### config.mk
export PLATFORM = sky130hd
export DESIGN_NAME = iouar_unit
export DESIGN_NICKNAME = d
export VERILOG_FILES = /design/src/core/iouar_pkg.sv /design/src/core/iouar_load_if.sv /design/src/core/iouar_latch.sv /design/src/core/iouar_unit.sv
export SDC_FILE = /design/constraint.sdc
export NUM_CORES = 1
export LEC_CHECK = 0
export BUFFER_PORTS_ARGS = -buffer_cell sky130_fd_sc_hd__buf_2
export CAP_MARGIN = 15
export CORE_MARGIN = 2
export CORE_UTILIZATION = 47
export DETAILED_ROUTE_END_ITERATION = 10
export PLACE_DENSITY_LB_ADDON = 0.12
export SLEW_MARGIN = 20
export SYNTH_ARGS = -nofsm -noshare
export SYNTH_HDL_FRONTEND = slang
export SYNTH_SLANG_ARGS = --single-unit
export TNS_END_PERCENT = 50
### constraint.sdc
create_clock -name clock -period 2 [get_ports clock]
set_input_delay 0.2 -clock clock [delete_from_list [all_inputs] [get_ports clock]]
set_output_delay 0.2 -clock clock [all_outputs]
set_load 0.05 [all_outputs]
### src/core/iouar_pkg.sv
// Package: widths, reset values and condition codes for the unit address register
package iouar_pkg;
  localparam int IOUAR_DATA_W = 8;
  localparam int IOUAR_REG_W = 9;
  localparam int IOUAR_PAR_BIT = 8;
  localparam logic [7:0] IOUAR_DATA_RST = 8'h00;
  localparam logic IOUAR_PAR_RST = 1'b1;
  localparam logic [1:0] IOUAR_CC_OK = 2'h0;
  localparam logic [1:0] IOUAR_CC_BUSY = 2'h2;
  // Load sources
  typedef enum logic [1:0] {
    IOUAR_SRC_NONE,
    IOUAR_SRC_CPU,
    IOUAR_SRC_PANEL,
    IOUAR_SRC_BUSIN
  } iouar_src_t;
  // Two-phase load: clear cycle, then capture cycle
  typedef enum logic [1:0] {
    IOUAR_IDLE,
    IOUAR_CLEAR,
    IOUAR_CAPTURE
  } iouar_state_t;
endpackage

### src/core/iouar_load_if.sv
// Interface: load request from sequencer to the register stage
`timescale 1ns/100ps
interface iouar_load_if;
  import iouar_pkg::*;
  logic clear;
  logic capture;
  logic [8:0] data;
  modport seq (output clear, output capture, output data);
  modport regs (input clear, input capture, input data);
endinterface

### src/core/iouar_latch.sv
// Register stage: nine latches with odd-parity reset value
`timescale 1ns/100ps
module iouar_latch (
  // Clock and reset
  input wire logic clock,
  input wire logic reset,
  // Load control
  iouar_load_if.regs ld,
  // Held value
  output logic [8:0] value_q
);
  import iouar_pkg::*;
  logic [8:0] value_d;

  always_comb begin
    value_d = value_q;
    if (ld.clear) begin
      value_d = {IOUAR_PAR_RST, IOUAR_DATA_RST};
    end else if (ld.capture) begin
      value_d = ld.data;
    end
  end

  always_ff @(posedge clock) begin
    if (reset) begin
      value_q <= {IOUAR_PAR_RST, IOUAR_DATA_RST};
    end else begin
      value_q <= value_d;
    end
  end
endmodule

### src/core/iouar_unit.sv
// Top: I/O unit address register with ingating, compare and outgating
//
// What this block does
// Hold an eight-bit unit address plus one parity bit.
// Load CPU address lines for start, test, halt (channel free), INITIAL_PROGRAM_LOAD, fault test.
// On a polled I/O interruption load the address from the bus-in latches.
// Auto mode gates CPU lines; test mode gates panel switches instead.
// Bus-in bits load only while the bus-in gating signal is active.
// During setup compare register with bus-in; match keeps check inactive.
// Mismatch sampled in setup raises interface control check and terminates.
// Test I/O with pending interrupt and mismatch: address check, busy code, end.
// Test I/O match continues and loads the CPU address, clearing the interrupt; the code does not clear interrupt_pending.
// Copy register to the bus-out latches when device selection is required; the code copies only while busy_ready, not during a load.
// Drive register onto storage input lines for logout word two and INITIAL_PROGRAM_LOAD end.
// In test mode ignore the processor side; use panel or I/O side only.
// Reset clears data bits and sets parity to one.
// Every load first clears the register, then captures after the clear.
// CPU accept interrupt suppresses CPU loads for test or halt I/O.
// With no load gating the register keeps its value.
`timescale 1ns/100ps
module iouar_unit (
  // Clock and reset
  input wire logic clock,
  input wire logic reset,
  // Mode
  input wire logic test_mode,
  // Processor side
  input wire logic [8:0] cpu_unit_addr,
  input wire logic start_io,
  input wire logic test_io,
  input wire logic halt_io,
  input wire logic channel_free,
  input wire logic initial_program_load,
  input wire logic fault_locating_test,
  input wire logic cpu_accept_interrupt,
  input wire logic interrupt_pending,
  input wire logic test_io_compare,
  // Panel
  input wire logic [8:0] panel_unit_addr,
  input wire logic panel_gate,
  // I/O side
  input wire logic [8:0] bus_in_latches,
  input wire logic gate_bus_in,
  input wire logic setup_compare,
  input wire logic select_required,
  // Storage side
  input wire logic logout_word2,
  input wire logic ipl_end,
  // Results
  output logic [8:0] unit_addr,
  output logic busy_ready,
  output logic data_bus_compare_check,
  output logic interface_control_check,
  output logic terminate_io,
  output logic unit_address_check,
  output logic [1:0] busy_condition_code,
  output logic test_io_continue,
  output logic [8:0] bus_out_latches,
  output logic bus_out_load,
  output logic [8:0] storage_input_lines,
  output logic storage_input_valid
);
  import iouar_pkg::*;

  // ------------------------------------------------------------
  // Load sequencing
  // ------------------------------------------------------------
  iouar_load_if ld ();
  iouar_state_t state_q, state_d;
  logic [8:0] pend_q, pend_d;
  logic req_cpu, req_panel, req_bus, tio_match, tio_check;
  logic [8:0] req_data;

  function automatic logic addr_equal(input logic [8:0] a, input logic [8:0] b);
    addr_equal = (a[IOUAR_DATA_W-1:0] == b[IOUAR_DATA_W-1:0]);
  endfunction

  // Test I/O compare against held address
  always_comb begin
    tio_check = 1'b0;
    tio_match = 1'b0;
    if (!test_mode && test_io_compare && interrupt_pending) begin
      tio_check = !addr_equal(cpu_unit_addr, unit_addr);
      tio_match = addr_equal(cpu_unit_addr, unit_addr);
    end
  end

  // Source selection; processor side is dead in test mode
  always_comb begin
    req_cpu = 1'b0;
    if (!test_mode) begin
      req_cpu = start_io || initial_program_load || fault_locating_test;
      if ((test_io || (halt_io && channel_free)) && !cpu_accept_interrupt) begin
        req_cpu = 1'b1;
      end
      if (test_io_compare && interrupt_pending && !tio_match) begin
        req_cpu = 1'b0;
      end
      if (tio_match && !cpu_accept_interrupt) begin
        req_cpu = 1'b1;
      end
    end
    req_panel = test_mode && panel_gate;
    req_bus = gate_bus_in;
    req_data = bus_in_latches;
    if (req_cpu) begin
      req_data = cpu_unit_addr;
    end else if (req_panel) begin
      req_data = panel_unit_addr;
    end
  end

  always_comb begin
    state_d = state_q;
    pend_d = pend_q;
    ld.clear = 1'b0;
    ld.capture = 1'b0;
    ld.data = pend_q;
    unique case (state_q)
      IOUAR_IDLE: begin
        if (req_cpu || req_panel || req_bus) begin
          pend_d = req_data;
          state_d = IOUAR_CLEAR;
        end
      end
      IOUAR_CLEAR: begin
        ld.clear = 1'b1;
        state_d = IOUAR_CAPTURE;
      end
      IOUAR_CAPTURE: begin
        ld.capture = 1'b1;
        state_d = IOUAR_IDLE;
      end
    endcase
  end

  always_ff @(posedge clock) begin
    if (reset) begin
      state_q <= IOUAR_IDLE;
      pend_q <= {IOUAR_PAR_RST, IOUAR_DATA_RST};
    end else begin
      state_q <= state_d;
      pend_q <= pend_d;
    end
  end

  iouar_latch u_latch (
    .clock(clock),
    .reset(reset),
    .ld(ld),
    .value_q(unit_addr)
  );

  assign busy_ready = (state_q == IOUAR_IDLE);

  // ------------------------------------------------------------
  // Checks and outgating
  // ------------------------------------------------------------
  logic dbc_d, icc_d, uac_d, cont_d, bol_d, siv_d;
  logic [1:0] cc_d;
  logic [8:0] bo_d, sil_d;
  logic dbc_q, icc_q, uac_q, cont_q, bol_q, siv_q;
  logic [1:0] cc_q;
  logic [8:0] bo_q, sil_q;

  always_comb begin
    dbc_d = setup_compare && !addr_equal(bus_in_latches, unit_addr);
    icc_d = dbc_d;
    uac_d = tio_check;
    cc_d = tio_check ? IOUAR_CC_BUSY : IOUAR_CC_OK;
    cont_d = tio_match;
    bol_d = select_required && busy_ready;
    bo_d = bol_d ? unit_addr : bo_q;
    siv_d = logout_word2 || ipl_end;
    sil_d = siv_d ? unit_addr : {IOUAR_REG_W{1'b0}};
  end

  always_ff @(posedge clock) begin
    if (reset) begin
      dbc_q <= 1'b0;
      icc_q <= 1'b0;
      uac_q <= 1'b0;
      cc_q <= IOUAR_CC_OK;
      cont_q <= 1'b0;
      bol_q <= 1'b0;
      bo_q <= {IOUAR_REG_W{1'b0}};
      siv_q <= 1'b0;
      sil_q <= {IOUAR_REG_W{1'b0}};
    end else begin
      dbc_q <= dbc_d;
      icc_q <= icc_d;
      uac_q <= uac_d;
      cc_q <= cc_d;
      cont_q <= cont_d;
      bol_q <= bol_d;
      bo_q <= bo_d;
      siv_q <= siv_d;
      sil_q <= sil_d;
    end
  end

  assign data_bus_compare_check = dbc_q;
  assign interface_control_check = icc_q;
  assign terminate_io = icc_q || uac_q;
  assign unit_address_check = uac_q;
  assign busy_condition_code = cc_q;
  assign test_io_continue = cont_q;
  assign bus_out_latches = bo_q;
  assign bus_out_load = bol_q;
  assign storage_input_lines = sil_q;
  assign storage_input_valid = siv_q;
endmodule

==> metrics.md <==
| Metric | Value |
|---|---|
| Maximum vdd drop | `about 0.0007 V` |
| Final routed DRC violation total | `0` |
| GR Util met1 | `29.2%` |
| Delay of the slowest cell on the worst path | `510 ps` |
| Critical-path cell list | `xor2_1 > nor4_2 > nand3_1 > a311o_2 > o32ai_1` |
| Kind of cell adding the most delay to the critical path | `compound AO/OA/AOI/OAI gates` |
| Share of cells above drive strength 1 | `a little under two fifths` |
| CP max FO | `8` |
| Top area cells in the synthesized netlist | `dfxtp_1 (44%), xor2_1 (7.1%), a21oi_1 (5.1%), nand2_1 (4.7%), mux2i_1 (4.6%)` |
| Final antenna-violating net count | `0` |
| Skew-Pair Late Insertion Delay | `just under 300 ps` |
| RSZ-0062 raised after global routing | `true` |
| Combinational cell fraction of total power | `about 28%` |
| Buffers added on ports | `80` |
| Instance count of the mapped netlist | `220` |
| Routed WL per cell | `14.5 um` |
| Max-slew violation count | `0` |
| Iteration-0 DRC Markers | `74` |
| PD cells | `883 mW/mm^2` |
| Syn Nets | `268` |
| Upper clock frequency limit | `~500 MHz` |
| Post-layout minimum cycle time | `~2000 ps` |
| CP Buf/Inv Count | `0` |
| Layout net count | `approximately 360` |
| Setup Crit Path Kind | `register to register` |
| Number of cells on the worst reg-to-reg path | `5` |
| Worst hold slack | `139 ps` |
| Result of the run | `complete, but fails checks` |
| Clock tree from TritonCTS | `done` |
| Arrival time reported for the critical path endpoint | `2210 ps` |
| Type of element launching the critical path | `register` |
| Number of flops mapped to enable cells by yosys | `0` |
| Library cells used by synthesis | `31` |
| Measured slew at the worst slew-check pin | `578 ps` |
| Final weighted congestion of routability-driven global placement | `0.801` |
| Final antenna diode count | `0` |
| Switching share of total power | `32.5%` |
| Post-route cell area | `approximately 0.0026 sq mm` |
| Ratio of final minimum period to clock period | `101%` |
| Main flop type after synthesis | `dfxtp_1` |
| Placement-stage cell area | `~0.0025 sq mm` |
| R2r endpoint | `ld.data[2]$_SDFFE_PP0P_` |
| Capture point of the worst path | `ld.data[2]$_SDFFE_PP0P_` |
| Place WS | `-13.5 ps` |
| Total routed wirelength | `5180 um` |
| Met3 usage | `5.84%` |
| HPWL after detailed placement | `around 4000 um` |
| H-tree Lvls | `2` |
| Crit path depth | `5` |
| Number of filler cells placed in the layout | `around 370` |
| Vias in the first global route | `1773` |
| Vertical die dimension | `68.8 um` |
| Least setup slack across all paths after layout | `-15.2 ps` |
| Count of final setup violators | `1` |
| Maximum number of pins on one net before global-route repair | `30` |
| Most common cell in the synthesized netlist | `dfxtp_1` |
| Required @ worst endpoint | `2190 ps` |
| Max-cap violations | `0` |
| Total Routing Usage GR | `23.7%` |
| Router iterations before antenna repair | `4` |
| Detailed-route via count | `between 1500 and 2000` |
| Flop pwr share | `42.1%` |
| Number of warnings printed during yosys synthesis | `0` |
| Launch point of the critical path | `u_latch.value_q[2]$_SDFFE_PP0N_` |
| Initial Utilization | `49.0%` |
| P_sw | `~750 uW` |
| Synthesized area per cell | `8.98 sq um` |
| Width of the chip | `68.8 um` |
| Met2 usage | `40.9%` |
| Sequential area share after synthesis | `43.6%` |
| Hold/Removal Path Class | `primary input to register` |
| Total CTS buffers | `5` |
| Endpoint kind of the worst setup timing path | `register` |
| Commonest cells in the netlist | `dfxtp_1 (43), nand2_1 (25), a21oi_1 (20)` |
| Reg-to-reg startpoint | `u_latch.value_q[2]$_SDFFE_PP0N_` |
| Slowest cell on the critical path | `a311o_2` |
| Dominant cell type by area after synthesis | `dfxtp_1` |
| Share of the synthesized area in the top cell type | `43.6%` |
| Root buffer selected by CTS | `clkbuf_8` |
| Bufs on Longest Clock Path | `2` |
| Failing checks | `negative setup slack` |
| Worst reg2reg setup slack | `-20 ps` |
| Clock power share | `30.0%` |
| # rows | `23` |
| Mapped cell area | `0.00198 sq mm` |
| Leakage power total | `1.25 nW` |
| Area growth from synthesis to final layout | `32.7%` |
| Clock sink count | `43` |
| Worst Clk Skew | `4.50 ps` |
| Die Footprint | `roughly 0.0047 sq mm` |
| Number of antenna violations at the first check in global routing | `0` |
| Area of the placeable core | `0.00403 sq mm` |
| Clock transition at the registers of the reported paths | `around 80 ps` |
| Via density per instance | `5.29` |
| Flops & latches, synth | `43` |
| Internal power summed over all cells | `1.56 mW` |
| Total congestion overflow after global routing | `0` |
| Global-route wire length before repair | `just over 8000 um` |
| Asr flop ratio synth | `0%` |
| Endpoints failing hold | `0` |
| Number of top-level pins | `82` |
| Most Used Layer, Global Route | `met2` |
| Relative slew margins | `61.3%` |
==> worst min-delay path: stages <==
cell and delay, ps:
buf_2 100, nand2b_1 60, a21oi_1 40
==> cells in the final DEF (no fill, tap or decap), drive strengths merged <==
cell type,count
a2111oi,9
a211o,1
a211oi,1
a21oi,20
a311o,1
a31oi,1
a41oi,1
and2,10
and3,9
buf,94
bufinv,1
clkbuf,6
clkinv,1
conb,1
dfxtp,43
ha,3
inv,4
mux2,1
mux2i,9
nand2,25
nand2b,12
nand3,3
nor2,15
nor2b,1
nor3,2
nor4,5
o21a,1
o221ai,1
o32ai,8
or2,3
xor2,16
==> cell families after synthesis <==
logic type               share of synthesized area (%)
AO/OA/AOI/OAI                                     15.8
XOR/XNOR                                          7.09
adder cells (fa/ha/maj)                           1.90
buffers and inverters                             4.12
flip-flops                                        43.6
multiplexers                                      5.13
other                                            0.190
AND/OR/NAND/NOR                                   22.2
==> registers in the layout, summed over array words and instances (netlist names) <==
name,count
storage_input_valid,1
storage_input_lines,9
interface_control_check,1
test_io_continue,1
state_q,2
bus_out_latches,9
bus_out_load,1
ld.data,9
u_latch.value_q,9
busy_condition_code,1
==> worst min path at each step <==
stage,start,endpoint,slack (ps),cells after the start
after global placement,setup_compare,interface_control_check$_SDFF_PP0_,440,3
after CTS,setup_compare,interface_control_check$_SDFF_PP0_,130,3
after floorplan,setup_compare,interface_control_check$_SDFF_PP0_,330,2
final,setup_compare,interface_control_check$_SDFF_PP0_,140,3
after detailed placement,bus_out_latches[3]$_SDFFE_PP0P_,bus_out_latches[3]$_SDFFE_PP0P_,440,2
after global routing,setup_compare,interface_control_check$_SDFF_PP0_,150,3
==> final cells by class <==
cell class              instances  area [sq um]  share of cell area [%]
multi-input cells             159          1050                    40.1
flip-flops and latches         43           868                    33.1
repair buffers                 94           505                    19.3
clock buffers                   6          82.6                    3.15
well taps                      50          62.6                    2.39
clock inverters                 2          35.0                    1.34
inverters                       4          15.0                   0.573
==> through the flow <==
step                util, %  std cells  total power [mW]  setup TNS (ps)
floorplan                 -        220              1.44           -44.6
global placement       61.5        349              1.61               0
detailed placement     61.5        349              1.63           -13.5
CTS                    64.4        357              2.32               0
global route           65.1        358              2.43            -260
finish                 65.1        358              2.31           -15.2
==> power groups by stage <==
stage / clock (mW) / sequential [mW] / combinational [mW]
detailed placement: 0 / 0.996 / 0.630
global placement: 0 / 0.995 / 0.616
CTS: 0.711 / 0.975 / 0.634
global route: 0.751 / 0.985 / 0.695
floorplan: 0 / 1.08 / 0.355
finish: 0.695 / 0.975 / 0.645
==> per-layer routing <==
layer / part of all wire (%) / vias up
li1: - / 947
met1: 42 / 882
met2: 51 / 60
met3: 5.3 / 5
met4: 0.96 / 0
met5: 0 / -
==> repair_timing <==
item	in CTS	in global routing
hold buffers	0	0
cloned	0	0
buffers inserted	0	1
resized for setup	1	3
endpoints found under the hold margin	0	0
setup endpoints to repair	1	8
(Power assumes the default switching activity.)
